<file path="src/design/dfl_pkg.sv">
// Constants and carrier types for the forwarded-clock link transmitter
// Function
// - One link carries words one way only, from one transmitter to one receiver.
// - The transmit clock goes out beside the data so the receiver samples with it.
// - Each data line carries two parcels in every forwarded clock period, one per phase.
// - The word width, link width and buffer depth are design-time constants.
// - The user sees a write port with a full flag, the far end a read port with empty.
// - The link is at most half as wide as the word and may be narrower.
// - Each word is cut into link-wide parcels and the far end rebuilds the word.
// - User clocks on both chips are in phase with the shared source clock.
// - The system reset clears all link logic at once and holds clock alignment in reset.
// - Only the transmitter takes the system reset and passes it on to the receiver.
// - The forwarded clock is derived from the one shared source clock.
// - The forwarded clock is looped back on a feedback input to close alignment.
// - The forwarded clock runs at half the bit rate, high is phase 0, low is phase 1.
// - Link data changes at the start of each phase, one parcel per phase.
// - The valid flag is high in phase 0 only for a sending period, and always low in phase 1.
package dfl_pkg;

  localparam int WORD_W = 16;
  localparam int LINK_W = 4;
  localparam int FIFO_DEPTH = 8;
  localparam int PARCELS = WORD_W / LINK_W;
  localparam int LEFT_W = 3;
  localparam logic [LEFT_W-1:0] LEFT_NONE = 3'h0;
  localparam logic [LEFT_W-1:0] LEFT_ONE = 3'h1;
  localparam logic [LEFT_W-1:0] LEFT_LOAD = LEFT_W'(PARCELS - 1);
  localparam int LOCK_W = 3;
  localparam logic [LOCK_W-1:0] LOCK_EDGES = 3'h4;
  localparam int LOSS_W = 3;
  localparam logic [LOSS_W-1:0] LOSS_LIMIT = 3'h6;
  localparam int SYNC_W = 2;

  typedef enum logic [1:0] {
    ST_IDLE = 2'h1,
    ST_SEND = 2'h2
  } dfl_state_type;

  typedef struct packed {
    logic clk;
    logic flag;
    logic [LINK_W-1:0] data;
  } dfl_link_type;

  localparam dfl_link_type LINK_RESET = '{clk: 1'b0, flag: 1'b0, data: 4'h0};

endpackage

</file>
<file path="src/design/dfl_fifo.sv">
// Word buffer with valid/ready on both sides and registered full and empty
`timescale 1ns/10ps
`default_nettype none
module dfl_fifo #(
  parameter int WIDTH = 16,
  parameter int DEPTH = 8
) (
  input wire logic clk, // Clock
  input wire logic resetn, // Async reset, active low
  input wire logic in_valid, // Write request
  output logic in_ready, // Room for a word
  input wire logic [WIDTH-1:0] in_data, // Word written
  output logic out_valid, // Word available
  input wire logic out_ready, // Drain request
  output logic [WIDTH-1:0] out_data // Oldest word
);
  localparam int AW = $clog2(DEPTH);

  logic [WIDTH-1:0] mem [DEPTH];
  logic [AW-1:0] wr_ptr_reg;
  logic [AW-1:0] rd_ptr_reg;
  logic [AW:0] count_reg;
  logic [AW:0] count_next;
  logic full_reg;
  logic empty_reg;
  logic do_wr;
  logic do_rd;

  assign do_wr = in_valid && !full_reg;
  assign do_rd = out_ready && !empty_reg;
  assign in_ready = !full_reg;
  assign out_valid = !empty_reg;
  assign out_data = mem[rd_ptr_reg];

  always_comb begin
    count_next = count_reg;
    if (do_wr && !do_rd) begin
      count_next = count_reg + (AW+1)'(1);
    end else if (do_rd && !do_wr) begin
      count_next = count_reg - (AW+1)'(1);
    end
  end

  always_ff @(posedge clk) begin
    if (do_wr) begin
      mem[wr_ptr_reg] <= in_data;
    end
  end

  always_ff @(posedge clk or negedge resetn) begin
    if (!resetn) begin
      wr_ptr_reg <= '0;
      rd_ptr_reg <= '0;
      count_reg <= '0;
      full_reg <= 1'b0;
      empty_reg <= 1'b1;
    end else begin
      if (do_wr) begin
        wr_ptr_reg <= (wr_ptr_reg == AW'(DEPTH - 1)) ? '0 : wr_ptr_reg + AW'(1);
      end
      if (do_rd) begin
        rd_ptr_reg <= (rd_ptr_reg == AW'(DEPTH - 1)) ? '0 : rd_ptr_reg + AW'(1);
      end
      count_reg <= count_next;
      full_reg <= (count_next == (AW+1)'(DEPTH));
      empty_reg <= (count_next == '0);
    end
  end
endmodule
`default_nettype wire

</file>
<file path="src/design/dfl_link_tx.sv">
// Transmit end of the forwarded-clock double-data-rate link
`timescale 1ns/10ps
`default_nettype none
module dfl_link_tx (
  input wire logic ref_clk, // Shared source clock, also user clock
  input wire logic resetn, // System reset, async, active low
  input wire logic wr_en, // User write strobe
  input wire logic [dfl_pkg::WORD_W-1:0] wr_data, // User word
  output logic wr_full, // Buffer full
  input wire logic link_clock_feedback, // Forwarded clock looped back
  input wire logic receiver_ready, // Far buffer has room for a word
  output logic forwarded_link_clock, // Link clock out
  output logic parcel_valid_flag, // High in phase 0 of a sending period
  output logic [dfl_pkg::LINK_W-1:0] link_data_bus, // Parcel lines
  output logic receiver_reset_forward, // Reset passed to far chip
  output logic link_locked // Feedback loop seen running
);

  // Width check at elaboration; one direction only by construction
  if (dfl_pkg::LINK_W * 2 > dfl_pkg::WORD_W) begin : g_width_bad
    $error("link wider than half the word");
  end

  logic fifo_in_ready;
  logic fifo_out_valid;
  logic fifo_out_ready;
  logic [dfl_pkg::WORD_W-1:0] fifo_out_data;
  logic full_reg;

  // Buffer sized by package constants
  dfl_fifo #(
    .WIDTH(dfl_pkg::WORD_W),
    .DEPTH(dfl_pkg::FIFO_DEPTH)
  ) u_fifo (
    .clk(ref_clk),
    .resetn(resetn),
    .in_valid(wr_en),
    .in_ready(fifo_in_ready),
    .in_data(wr_data),
    .out_valid(fifo_out_valid),
    .out_ready(fifo_out_ready),
    .out_data(fifo_out_data)
  );

  // Full comes from the buffer's own registered flag
  assign full_reg = !fifo_in_ready;
  assign wr_full = full_reg;

  // Pin synchronisers: stage 0 is read only by stage 1
  logic [dfl_pkg::SYNC_W-1:0] fb_sync_reg;
  logic [dfl_pkg::SYNC_W-1:0] rdy_sync_reg;
  logic fb_prev_reg;
  logic fb_rise;

  always_ff @(posedge ref_clk or negedge resetn) begin
    if (!resetn) begin
      fb_sync_reg <= '0;
      rdy_sync_reg <= '0;
      fb_prev_reg <= 1'b0;
    end else begin
      fb_sync_reg <= {fb_sync_reg[0], link_clock_feedback};
      rdy_sync_reg <= {rdy_sync_reg[0], receiver_ready};
      fb_prev_reg <= fb_sync_reg[1];
    end
  end

  assign fb_rise = fb_sync_reg[1] && !fb_prev_reg;

  // Alignment loop: lock after a few clean feedback edges, drop if they stop
  logic [dfl_pkg::LOCK_W-1:0] lock_cnt_reg;
  logic [dfl_pkg::LOSS_W-1:0] loss_cnt_reg;
  logic locked_reg;

  always_ff @(posedge ref_clk or negedge resetn) begin
    if (!resetn) begin
      lock_cnt_reg <= '0;
      loss_cnt_reg <= '0;
      locked_reg <= 1'b0;
    end else if (fb_rise) begin
      loss_cnt_reg <= '0;
      if (!locked_reg) begin
        if (lock_cnt_reg == dfl_pkg::LOCK_EDGES - dfl_pkg::LOCK_W'(1)) begin
          locked_reg <= 1'b1;
        end
        lock_cnt_reg <= lock_cnt_reg + dfl_pkg::LOCK_W'(1);
      end
    end else if (loss_cnt_reg == dfl_pkg::LOSS_LIMIT) begin
      // Feedback stalled: stop sending until the loop is seen again
      locked_reg <= 1'b0;
      lock_cnt_reg <= '0;
    end else begin
      loss_cnt_reg <= loss_cnt_reg + dfl_pkg::LOSS_W'(1);
    end
  end

  assign link_locked = locked_reg;

  // Reset relay: held high through reset, released on the first edge after
  logic rst_fwd_reg;

  always_ff @(posedge ref_clk or negedge resetn) begin
    if (!resetn) begin
      rst_fwd_reg <= 1'b1;
    end else begin
      rst_fwd_reg <= 1'b0;
    end
  end

  assign receiver_reset_forward = rst_fwd_reg;

  // Serialiser
  dfl_pkg::dfl_state_type state_reg;
  logic [dfl_pkg::WORD_W-1:0] shift_reg;
  logic [dfl_pkg::LEFT_W-1:0] left_reg;
  dfl_pkg::dfl_link_type link_reg;
  logic start;

  // A word starts only at a period boundary, so a word never splits across idle
  assign start = !link_reg.clk && (left_reg == dfl_pkg::LEFT_NONE) && fifo_out_valid
    && rdy_sync_reg[1] && locked_reg && !rst_fwd_reg;
  assign fifo_out_ready = start;

  always_ff @(posedge ref_clk or negedge resetn) begin
    if (!resetn) begin
      state_reg <= dfl_pkg::ST_IDLE;
      shift_reg <= '0;
      left_reg <= dfl_pkg::LEFT_NONE;
    end else begin
      case (state_reg)
        dfl_pkg::ST_IDLE: begin
          if (start) begin
            shift_reg <= fifo_out_data >> dfl_pkg::LINK_W;
            left_reg <= dfl_pkg::LEFT_LOAD;
            state_reg <= dfl_pkg::ST_SEND;
          end
        end
        dfl_pkg::ST_SEND: begin
          shift_reg <= shift_reg >> dfl_pkg::LINK_W;
          left_reg <= left_reg - dfl_pkg::LEFT_ONE;
          if (left_reg == dfl_pkg::LEFT_ONE) begin
            state_reg <= dfl_pkg::ST_IDLE;
          end
        end
        default: begin
          state_reg <= dfl_pkg::ST_IDLE;
        end
      endcase
    end
  end

  // Link clock is ref_clk halved: each ref_clk cycle is one phase
  always_ff @(posedge ref_clk or negedge resetn) begin
    if (!resetn) begin
      link_reg <= dfl_pkg::LINK_RESET;
    end else begin
      link_reg.clk <= !link_reg.clk;
      if (!link_reg.clk) begin
        // Entering phase 0
        if (start) begin
          link_reg.flag <= 1'b1;
          link_reg.data <= fifo_out_data[dfl_pkg::LINK_W-1:0];
        end else if (left_reg != dfl_pkg::LEFT_NONE) begin
          link_reg.flag <= 1'b1;
          link_reg.data <= shift_reg[dfl_pkg::LINK_W-1:0];
        end else begin
          link_reg.flag <= 1'b0;
          link_reg.data <= '0;
        end
      end else begin
        // Entering phase 1: second parcel of the period, flag always low
        link_reg.flag <= 1'b0;
        if (state_reg == dfl_pkg::ST_SEND) begin
          link_reg.data <= shift_reg[dfl_pkg::LINK_W-1:0];
        end else begin
          link_reg.data <= '0;
        end
      end
    end
  end

  // User side runs on ref_clk itself, so it stays in phase with the source
  assign forwarded_link_clock = link_reg.clk;
  assign parcel_valid_flag = link_reg.flag;
  assign link_data_bus = link_reg.data;

  // Checks
  property p_flag_phase1;
    @(posedge ref_clk) disable iff (!resetn)
    !link_reg.clk |-> !link_reg.flag;
  endproperty
  a_flag_phase1: assert property (p_flag_phase1) else $error("flag high in phase 1");

  property p_clk_halves;
    @(posedge ref_clk) disable iff (!resetn)
    link_reg.clk |=> !link_reg.clk ##1 link_reg.clk;
  endproperty
  a_clk_halves: assert property (p_clk_halves) else $error("link clock not ref/2");

  property p_pop_sends;
    @(posedge ref_clk) disable iff (!resetn)
    fifo_out_ready |=> link_reg.clk && link_reg.flag
      && link_reg.data == $past(fifo_out_data[dfl_pkg::LINK_W-1:0]);
  endproperty
  a_pop_sends: assert property (p_pop_sends) else $error("first parcel wrong");

  property p_word_two_periods;
    @(posedge ref_clk) disable iff (!resetn)
    fifo_out_ready |=> link_reg.flag ##1 !link_reg.flag ##1 link_reg.flag ##1 !link_reg.flag;
  endproperty
  a_word_two_periods: assert property (p_word_two_periods) else $error("word not 2 periods");

  property p_last_parcel;
    @(posedge ref_clk) disable iff (!resetn)
    fifo_out_ready |=> ##3 link_reg.data
      == $past(fifo_out_data[dfl_pkg::WORD_W-1:dfl_pkg::WORD_W-dfl_pkg::LINK_W], 4);
  endproperty
  a_last_parcel: assert property (p_last_parcel) else $error("last parcel wrong");

  property p_send_needs_ready;
    @(posedge ref_clk) disable iff (!resetn)
    fifo_out_ready |-> locked_reg && rdy_sync_reg[1] && fifo_out_valid;
  endproperty
  a_send_needs_ready: assert property (p_send_needs_ready) else $error("sent without room");

  property p_idle_quiet;
    @(posedge ref_clk) disable iff (!resetn)
    (link_reg.clk && !link_reg.flag) |-> link_reg.data == '0 ##1 link_reg.data == '0;
  endproperty
  a_idle_quiet: assert property (p_idle_quiet) else $error("idle period not quiet");

  property p_reset_relay;
    @(posedge ref_clk) disable iff (!resetn)
    link_reg.flag |-> !rst_fwd_reg;
  endproperty
  a_reset_relay: assert property (p_reset_relay) else $error("sent under far reset");

  property p_full_holds;
    @(posedge ref_clk) disable iff (!resetn)
    (full_reg && !fifo_out_ready) |=> full_reg;
  endproperty
  a_full_holds: assert property (p_full_holds) else $error("full dropped without drain");

  property p_lock_needs_feedback;
    @(posedge ref_clk) disable iff (!resetn)
    $rose(locked_reg) |-> $past(fb_rise);
  endproperty
  a_lock_needs_feedback: assert property (p_lock_needs_feedback) else $error("lock w/o fb");

  c_word_sent: cover property (@(posedge ref_clk) disable iff (!resetn)
    fifo_out_ready ##4 fifo_out_ready);
  c_full: cover property (@(posedge ref_clk) disable iff (!resetn) $rose(full_reg));
  c_locked: cover property (@(posedge ref_clk) disable iff (!resetn) $rose(locked_reg));
  c_lock_lost: cover property (@(posedge ref_clk) disable iff (!resetn) $fell(locked_reg));

endmodule
`default_nettype wire

</file>
<file path="config.mk">
export PLATFORM = sky130hd
export DESIGN_NAME = dfl_link_tx
export DESIGN_NICKNAME = d
export VERILOG_FILES = /design/src/design/dfl_pkg.sv /design/src/design/dfl_fifo.sv /design/src/design/dfl_link_tx.sv
export SDC_FILE = /design/constraint.sdc
export NUM_CORES = 1
export LEC_CHECK = 0
export ABC_AREA = 0
export BUFFER_PORTS_ARGS = -buffer_cell sky130_fd_sc_hd__buf_2
export CAP_MARGIN = 0
export CORE_MARGIN = 10
export CORE_UTILIZATION = 44
export CTS_BUF_LIST = sky130_fd_sc_hd__clkbuf_16
export DETAILED_ROUTE_END_ITERATION = 8
export HOLD_SLACK_MARGIN = 0.08
export PLACE_DENSITY_LB_ADDON = 0.1
export SYNTH_ARGS = -nofsm -noshare
export SYNTH_HDL_FRONTEND = slang
export SYNTH_SLANG_ARGS = --single-unit
</file>
<file path="constraint.sdc">
create_clock -name ref_clk -period 7.9 [get_ports ref_clk]
set_input_delay 0.79 -clock ref_clk [delete_from_list [all_inputs] [get_ports ref_clk]]
set_output_delay 0.79 -clock ref_clk [all_outputs]
set_load 0.01 [all_outputs]
</file>
; ---- Word-level counts from Yosys, hierarchy flattened
; Memories as Yosys holds them, arrays and structs flattened.
; Cells that the tools add are included.
[totals]
ff_bits = 52
ramBits = 128
input_bits = 21
output_inout_bits = 9
elab_cells = 89
mem_count = 1
[classes]
addsub = 7
eq_ne = 12
n_mux = 26
n_reduce_logical = 25
[memory_table]
columns = memory, depth, width, read_ports, rd_ports_with_merged_regs, write_ports, line
row1 = u_fifo.mem, 8, 16, 1, 0, 1, dfl_fifo.sv:19  ; logic [WIDTH-1:0] mem [DEPTH];
[ops]
columns = operator, n
row1 = 16-bit case mux with 2 select lines, 1
row2 = 3-bit 2-to-1 mux, 8
row3 = 16-bit 2-to-1 mux, 1
row4 = 5-bit 2-to-1 mux, 3
row5 = 3-bit by 1-bit adder with 3-bit output (second input constant), 4
row6 = 4-bit 2-to-1 mux, 3
row7 = 1-bit logical AND, 10
row8 = 3-bit equality test (second input constant), 3
row9 = 1-bit zero test, 7
row10 = 1-bit 2-to-1 mux, 6
row11 = 2-bit != test (second input constant), 3
row12 = 3-bit case mux with 2 select lines, 1
row13 = 2-bit AND reduction, 3
row14 = 4-bit by 1-bit adder with 4-bit output (second input constant), 1
row15 = 4-bit equality test (second input constant), 1
row16 = 4-bit zero test, 1
row17 = 2-bit 2-to-1 mux, 2
row18 = 2-bit case mux with 2 select lines, 1
row19 = 2-bit nonzero test, 2
row20 = 4-bit by 1-bit subtractor with 4-bit output (second input constant), 1
row21 = 3-bit by 1-bit equality test with 1-bit output (second input constant), 1
row22 = 3-bit by 2-bit equality test with 1-bit output (second input constant), 1
row23 = 3-bit zero test, 1
row24 = 3-bit nonzero test, 1
row25 = 4 further kinds, 4

; ---- Longest topological paths before layout
; Gate-level depths: netlist (run 1).
[logic_depth]
depth_word = 11
ltp_mapped = 9
ltp_nobuf = 9

; ---- Modules after synthesis
; Synthesis (run 1) repeated with hierarchy kept, for this count alone.
[hier_totals]
cells_unflattened = 448
hier_area_um2 = 7494.7
[by_module_without_submodules]
columns = module, instances, cells_per_inst, area_per_inst_um2, seq_area_each_um2
row1 = dfl_fifo, 1, 272, 5679.2, 4145.2
row2 = dfl_link_tx, 1, 176, 1815.5, 903.4

; ---- Worst setup path before layout (run 1)
; OpenSTA, ideal clock, no wires.
[synth_timing]
kind = input port to flip-flop
from = in wr_en
to = mem u_fifo.mem[0][0] (enable)
setup_time_ps = 430
arrival_ps = 2598
required_ps = 7470
setup_slack_ps = 4872
stages = 3
n_path_buf = 1
path_cell_list = nand2b_1 -> buf_2 -> nor4_1
[synth_via]
elab_chain_len = 3
[synth_rtl]
columns = element, line
row1 = start: declaration, dfl_link_tx.sv:7  ; input wire logic wr_en,
row2 = 1-bit logical AND, dfl_fifo.sv:29  ; assign do_wr = in_valid && !full_reg;
row3 = 1-bit 2-to-1 mux, dfl_fifo.sv:45  ; if (do_wr) begin
row4 = 1-bit 2-to-1 mux (not written as such), dfl_fifo.sv:46  ; mem[wr_ptr_reg] <= in_data;
row5 = end: declaration, dfl_fifo.sv:19
; Every way passes these cells.

; ---- Final worst setup path (run 1)
[layout_timing]
from = reg left_reg[0] (netlist bit)
to = reg shift_reg[7] (netlist bit)
[layout_via]
elab_chain_len = 8
[layout_rtl]
columns = element, line
row1 = start: declaration, dfl_link_tx.sv:114  ; logic [dfl_pkg::LEFT_W-1:0] left_reg;
row2 = start signal: assignment, dfl_link_tx.sv:127  ; left_reg <= dfl_pkg::LEFT_NONE;
row3 = start signal: assignment, dfl_link_tx.sv:133  ; left_reg <= dfl_pkg::LEFT_LOAD;
row4 = start signal: assignment, dfl_link_tx.sv:139  ; left_reg <= left_reg - dfl_pkg::LEFT_ONE;
row5 = 3-bit zero test, dfl_link_tx.sv:119  ; assign start = !link_reg.clk && (left_reg == dfl_pkg::LEFT_NONE) && fifo_out_valid
row6 = 1-bit logical AND (2 in a row), dfl_link_tx.sv:119
row7 = 1-bit logical AND (3 in a row), dfl_link_tx.sv:120  ; && rdy_sync_reg[1] && locked_reg && !rst_fwd_reg;
row8 = 2-bit by 1-bit != test with 1-bit output (no line), n/a
row9 = 2-bit AND reduction (no line), n/a
row10 = end signal: assignment, dfl_link_tx.sv:132  ; shift_reg <= fifo_out_data >> dfl_pkg::LINK_W;
row11 = end signal: assignment, dfl_link_tx.sv:138  ; shift_reg <= shift_reg >> dfl_pkg::LINK_W;
row12 = end: declaration, dfl_link_tx.sv:113  ; logic [dfl_pkg::WORD_W-1:0] shift_reg;
; Every way passes these cells.
; A chain may end at the register's enable or synchronous reset.

==> results.md, run 1 <==
- Status: completed
- Clk pwr share: 28.3%
- TritonCTS Buffers: 17
- Hold Path Depth: 0
- Most common cell in the netlist: edfxtp_1
- Final Cycle Share: about a third
- Antenna-violating nets left: 0
- Syn Nets: 416
- MaxCap Viol Count: 0
- Clock transition at path regs: 60 ps
- WP data arrival: about 2900 ps
- Worst R2R Path Depth: 8
- Global route overflow: 0
- Sw Ratio: 29.7%
- Synth Area in Adders: 2.33%
- Wire length per cell: 20.2 um
- Critical path required time: approximately 8000 ps
- Cell Rows: 46
- Hold Fails Final Rpt: 0
- GR Util All Layers: 13.0%
- Average size of a mapped cell: 18.3 um2
- DP HPWL: 7.73 mm
- Commonest cells in the netlist: edfxtp_1, dfrtp_1, mux4_2
- Comb power frac: 23.1%
- Final Slew Violations: 0
- Core area: 15700 um2
- Largest net degree at the start of global routing: 49
- WL final: between 10 and 15 mm
- Ant diodes: 0
- IR drop worst, VDD: 0.000175 V
- Slew @ Worst Pin: ~1100 ps
- Sw power: about 0.8 mW
- Mux contribution to synthesized area: roughly 13%
- Initial antenna violation count: 0
- Number of flip-flops in the largest register: 128
- Final setup fails: 0
- Leading area contributor after synthesis: edfxtp_1
- Setup TNS: 0 ps
- Post-synthesis register bit count: 176
- Post-synth EDFFs: 128
- Register share of total power: 48.6%
- Share of layout cells above drive strength 1: 27.2%
- Synth Instances: approximately 380
- Leak: between 2 and 3 nW
- Via Count: 3404
- Largest family of logic cells by synthesized area: multiplexers
- Critical setup path kind: register to register
- Pre-antenna DRT Iters: 6
- Final net count: between 400 and 500
- Vias in the first global route: 3671
- Async S/R FF share, synth: 27.3%
- 1st-iter DRT viols: 263
- Synth unique cells: 44
- Hold_buf cts: 0
- Synthesis-to-finish area growth: 13.7%
- Final Critical Period: 2630 ps
- Yosys warnings: 0
- Number of buffers added for setup after CTS: 0
- PD cells: ~340 nW/um2
- Post-synth top area share: between 50% and 60%
- Final Wtd Congestion: ~0.76
- Hold Crit Class: register to register
- Post-synthesis compound-gate area fraction: about 4.2%
- Resize count post-CTS: 0
- CTS max path bufs: 2
- Main synth FF type: edfxtp_1
- Global-route wire length before repair: 21.1 mm
- CTS tree: built
- Internal power: 1.89 mW
- Root buffer cell: clkbuf_16
- Critical path startpoint category: register
- Final Non-Filler Cells: 653
- Seq/Total Area, Yosys: 72.2%
- RSZ-0062 raised after global routing: false
- Synth Cell Area: between 6000 and 7000 um2
- Crit-path max FO: 20
- Via/cell ratio: 5.21
- CTS Sinks: ~180
- Vert. Die Dim: approximately 150 um
- Cell count after placement: 621
- IO buf count: 29
- Rel. slew slack: 27.7%
- Clk_lat worst skew: 430 ps
- Clock Skews: 10.0 ps
- Main area contributors after synthesis: edfxtp_1, dfrtp_1, mux4_2
- H-tree levels: 4
- Fmax: 380 MHz
- DRC errors left: 0
- Crit end category: register
- I/O pin count: 30
- Simple-Gate Fraction of Synth Area: 5.13%
- Die footprint: 21300 um2
- Post-synthesis xor/xnor area fraction: 0.716%
- Die width: 146 um
- Initial Utilization: 44.5%
==> worst max-delay path, cell delays in order, from the launching register on <==
cell and delay (ps):
dfrtp_1 380, inv_1 100, ha_1 150, ha_1 190, and2b_1 210, nand4b_1 640
and2_1 550, a22oi_1 190, o21ai_1 90
==> logic make-up (layout without fill, tap and decap cells) <==
| logic type | after synthesis | count (layout) |
|---|---|---|
| DFF | 176 | 176 |
| AOI/OAI and AO/OA | 45 | 45 |
| other | 1 | 1 |
| xor gates and xnor gates | 4 | 4 |
| and+or+nand+nor | 65 | 65 |
| adders and majority gates | 13 | 13 |
| buffers and inverters | 26 | 81 |
| muxes | 52 | 52 |
==> power by group through the flow <==
stage          clock network (mW)  logic, mW  registers, mW
6_report                    0.760      0.619           1.31
3_3_place_gp                    0      0.628           1.32
5_1_grt                     0.827      0.694           1.33
2_1_floorplan                   0      0.487           1.28
4_1_cts                     0.783      0.638           1.31
3_5_place_dp                    0      0.635           1.33
==> cell usage in the layout (no fill, tap or decap), types with 3 or more instances in the layout <==
cell type and n:
ha_1 13, mux2i_1 18, nor2b_1 3, clkinv_4 4, nor3_2 6, dfstp_2 3
mux4_2 28, clkinvlp_4 3, o21ai_0 15, a22oi_1 9, and2b_1 3, a21oi_1 4
dfrtp_1 43, nand3_1 7, nand2_1 15, nor2_1 13, mux4_1 4, inv_1 10
nor3_1 3, nand2b_1 6, buf_4 10, clkbuf_16 17, o21ai_1 8, buf_2 29
edfxtp_1 128
==> per-layer routing <==
layer  track usage [%]  vias to the layer above  part of all wire [%]  wire [um]
met5                 0                        -                     0          0
met4              4.15                        0                   1.0        136
met3              3.37                       12                   2.7        356
met2              21.3                       40                    50       6570
met1              16.7                     1779                    46       6120
li1                  -                     1573                     -          -
==> worst paths after layout <==
kind / slack [ps] / from / endpoint
min in group asynchronous: 570 / resetn / u_fifo.wr_ptr_reg[1]$_DFFE_PN0P_
min reg2reg: 350 / fb_sync_reg[0]$_DFF_PN0_ / fb_sync_reg[1]$_DFF_PN0_
max reg2reg: 5270 / left_reg[0]$_DFFE_PN0P_ / shift_reg[7]$_DFFE_PN0P_
max in group asynchronous: 6600 / resetn / u_fifo.rd_ptr_reg[0]$_DFFE_PN0P_
max: 5270 / left_reg[0]$_DFFE_PN0P_ / shift_reg[7]$_DFFE_PN0P_
min: 350 / fb_sync_reg[0]$_DFF_PN0_ / fb_sync_reg[1]$_DFF_PN0_
==> cell type report <==
cell class / instances / area, um2
timing repair buffer: 39 / 220
clock inverter: 15 / 114
sequential: 176 / 5050
fill: 1306 / 7760
inverter: 10 / 37.5
multi-input combinational: 180 / 1830
tap: 216 / 270
clock buffer: 17 / 425
==> metrics by stage <==
step / total power [mW] / area, um2 / util [%] / hold WS, ps / setup WS [ps]
after global routing: 2.85 / 7950 / 50.6 / 366 / 4950
after detailed placement: 1.96 / 7410 / 47.2 / 338 / 5290
after floorplan: 1.77 / 6990 / - / 331 / 4870
after global placement: 1.94 / 7410 / 47.2 / 336 / 5400
final: 2.69 / 7950 / 50.6 / 353 / 5270
after CTS: 2.73 / 7950 / 50.6 / 359 / 5270
(Power assumes the default switching activity.)
==> inputs of run 2 (changes only) <==
- ABC_AREA: 0 -> 1
- clock period: 7.9 -> 2.5 ns (I/O delays scaled with it)
==> run 2 against run 1 <==
  * Final cell count rose by 38%
  * Worst setup slack worse by 4800 ps
  * Sequential share of layout area down 2.9 points
  * Clock skew up 2.9 ps
  * Via count increased by 37%
  * Worst hold slack got worse by 260 ps
  * Sequential power grew to 3.0 times the previous value
  * Largest cell class unchanged
  * Combinational power rose to 3.6 times the previous value
  * Count of clock-buffer cells in the layout stayed put
  * First-iteration DRC count increased by 29%
  * Register-to-register slack worse by 4800 ps
==> results.md, run 2 <==
- Status: completed
- RSZ-0062 raised after global routing: false
- Yosys warnings: 0
- Synth Instances: approximately 630
- Antenna-violating nets left: 0
- Initial antenna violation count: 0
- CTS Sinks: 176
- Root buffer cell: clkbuf_16
- Total power: 8.86 mW
- Fmax: 495 MHz
- Ant diodes: 0
- PD cells: 1060 nW/um2
- Final net count: around 700
- Vert. Die Dim: 148 um
- Async S/R FF share, synth: 27.3%
- Clock transition at path regs: 70 ps
- Pre-antenna DRT Iters: 5
- Clock Skews: 12.9 ps
- Die footprint: 22000 um2
- MaxCap Viol Count: 0
- Initial Utilization: 45.2%
- Synth unique cells: 34
- Most common cell after layout, fill and taps aside: edfxtp_1
- Synth Cell Area: 7260 um2
- Clk_lat worst skew: 430 ps
- Cell Rows: 46
- Post-synthesis register bit count: 176
- Number of buffers added for setup after CTS: 0
- Slew @ Worst Pin: 723 ps
- IR drop worst, VDD: 0.000576 V
- Crit-path max FO: 11
- WL final: ~16 mm
- Leak: about 3.2 nW
- Seq/Total Area, Yosys: 69.5%
- Critical path required time: 2820 ps
- Number of flip-flops in the largest register: 128
- Post-Place Setup Slack: between 500 and 600 ps
- TritonCTS Buffers: 17
- Leading area contributor after synthesis: edfxtp_1
- GR Util All Layers: 14.9%
- Hold Fails Final Rpt: 0
- Main area contributors after synthesis: edfxtp_1, dfrtp_1, nor2_1
- I/O pin count: 30
- Main synth FF type: edfxtp_1
- Cell count after placement: 860
- DRC errors left: 0
- Final Cycle Share: 80.9%
- H-tree levels: 4
- Final Wtd Congestion: 0.792
- Setup TNS: 0 ps
- Via/cell ratio: 5.17
- Final Slew Violations: 0
- 1st-iter DRT viols: 339
- Simple-Gate Fraction of Synth Area: between 10 and 15%
- CTS max path bufs: 2
- Critical setup path kind: register to register
- Most frequent cells in the layout: edfxtp_1, nor2_1, nand2_1, o21ai_0, dfrtp_1
- Global-route wire length before repair: 25.3 mm
- Fill cells: 1379
- Most common cell in the netlist: edfxtp_1
- Final Critical Period: between 2000 and 2500 ps
- Via Count: 4651
- Vias in the first global route: 4631
- Die width: 148 um
- Mux contribution to synthesized area: 0%
- Final Non-Filler Cells: between 800 and 900
- Core area: between 15000 and 20000 um2
- Final setup fails: 0
- Largest net degree at the start of global routing: 45
- Wire length per cell: 17.6 um
- CTS tree: built
- Largest family of logic cells by synthesized area: simple AND/OR/NAND/NOR gates
- Hold Crit Class: input port to register
- Synthesis-to-finish area growth: 14.8%
- Post-synth top area share: 52.9%
- WP data arrival: about 2300 ps
- Average size of a mapped cell: 11.6 um2
- Commonest cells in the netlist: edfxtp_1, nor2_1, nand2_1
- Post-synthesis xor/xnor area fraction: less than 1%
- Post-synthesis compound-gate area fraction: 8.60%
- Rel. slew slack: about half
- PnR worst setup slack: between 400 and 500 ps
- Synth Area in Adders: approximately 2.2%
- Post-layout util: 51.9%
- Crit end category: register
- DP HPWL: 9.73 mm
- Share of layout cells above drive strength 1: between 10 and 15%
- Syn Nets: 659
- IO buf count: 29
- Global route overflow: 0
- Post-synth EDFFs: between 100 and 150
- Critical path startpoint category: register
-- run 2: changes by cell type in the layout (fill, tap and decap cells not counted), sizes merged, moves of 7 or more --
| cell | delta |
|---|---|
| mux2i | -18 |
| dlygate4sd3 | +7 |
| nand3 | +36 |
| mux4 | -32 |
| nand2 | +74 |
| buf | +8 |
| nor3 | -10 |
| o211ai | +16 |
| a22oi | -9 |
| o221ai | +8 |
| nor2 | +107 |
| inv | +25 |
| o21ai | +53 |
-- run 2: cell type report --
class	count	area (um2)	share of cell area, %
flip-flops and latches	176	5050	60.6
clock buffers	17	425	5.10
multi-input cells	381	1910	22.9
well taps	216	270	3.24
clock inverters	15	168	2.01
repair buffers	54	363	4.35
inverters	40	150	1.80
-- run 2: repair_timing --
action / CTS / global route
hold buffers: 6 / 1
endpoints found under the hold margin: 52 / 1
gates resized for setup: 0 / 0
-- run 2: layer usage --
metal  share of wire (%)  global-route usage (%)  wire length [um]
met4                 2.0                    5.15               317
met5                   0                       0                 0
met2                  49                    24.7              7800
met1                  45                    18.4              7090
met3                 3.9                    3.70               624
-- run 2: cells by family (layout without fill, tap and decap cells) --
kind of cell / count (synthesis) / count (layout)
buffers and inverters: 68 / 126
adder cells (fa/ha/maj): 13 / 13
flip-flops: 176 / 176
other: 1 / 1
AND/OR/NAND/NOR: 256 / 256
AO/OA/AOI/OAI: 108 / 108
XOR/XNOR: 3 / 3
-- run 2: final timing paths --
| kind | start | to | slack, ps | cells past startpoint |
|---|---|---|---|---|
| max | left_reg[1]$_DFFE_PN0P_ | shift_reg[5]$_DFFE_PN0P_ | 480 | 14 |
| min | wr_data[7] | u_fifo.mem[0][7]$_DFFE_PP_ | 90 | 1 |
| max reg2reg | left_reg[1]$_DFFE_PN0P_ | shift_reg[5]$_DFFE_PN0P_ | 480 | 14 |
| min reg2reg | fb_sync_reg[0]$_DFF_PN0_ | fb_sync_reg[1]$_DFF_PN0_ | 350 | 0 |
| max in group asynchronous | resetn | receiver_reset_forward$_DFF_PN1_ | 1350 | 3 |
| min in group asynchronous | resetn | u_fifo.wr_ptr_reg[2]$_DFFE_PN0P_ | 380 | 2 |
-- run 2: worst max-delay path, stage by stage (launching register included) --
cell      delay [ps]
dfrtp_1          370
inv_1            110
ha_1             160
ha_1             190
nand2_1          110
inv_2             80
nand3_4          130
inv_2            210
nand3_4          120
nand2_2          120
inv_2            110
nand2_1           80
nand2_1           50
clkinv_1          40
nand2_1           40
-- run 2: per-stage QoR --
stage,hold WS [ps],area (um2)
4_1_cts,81.0,8330
6_report,91.5,8340
2_1_floorplan,-45.6,7260
3_3_place_gp,305,7670
5_1_grt,96.4,8340
3_5_place_dp,314,7670
-- run 2: report_power, final --
group          switching [mW]  internal [mW]
Combinational            1.50          0.732
Clock                    1.09           1.56
Sequential              0.246           3.73
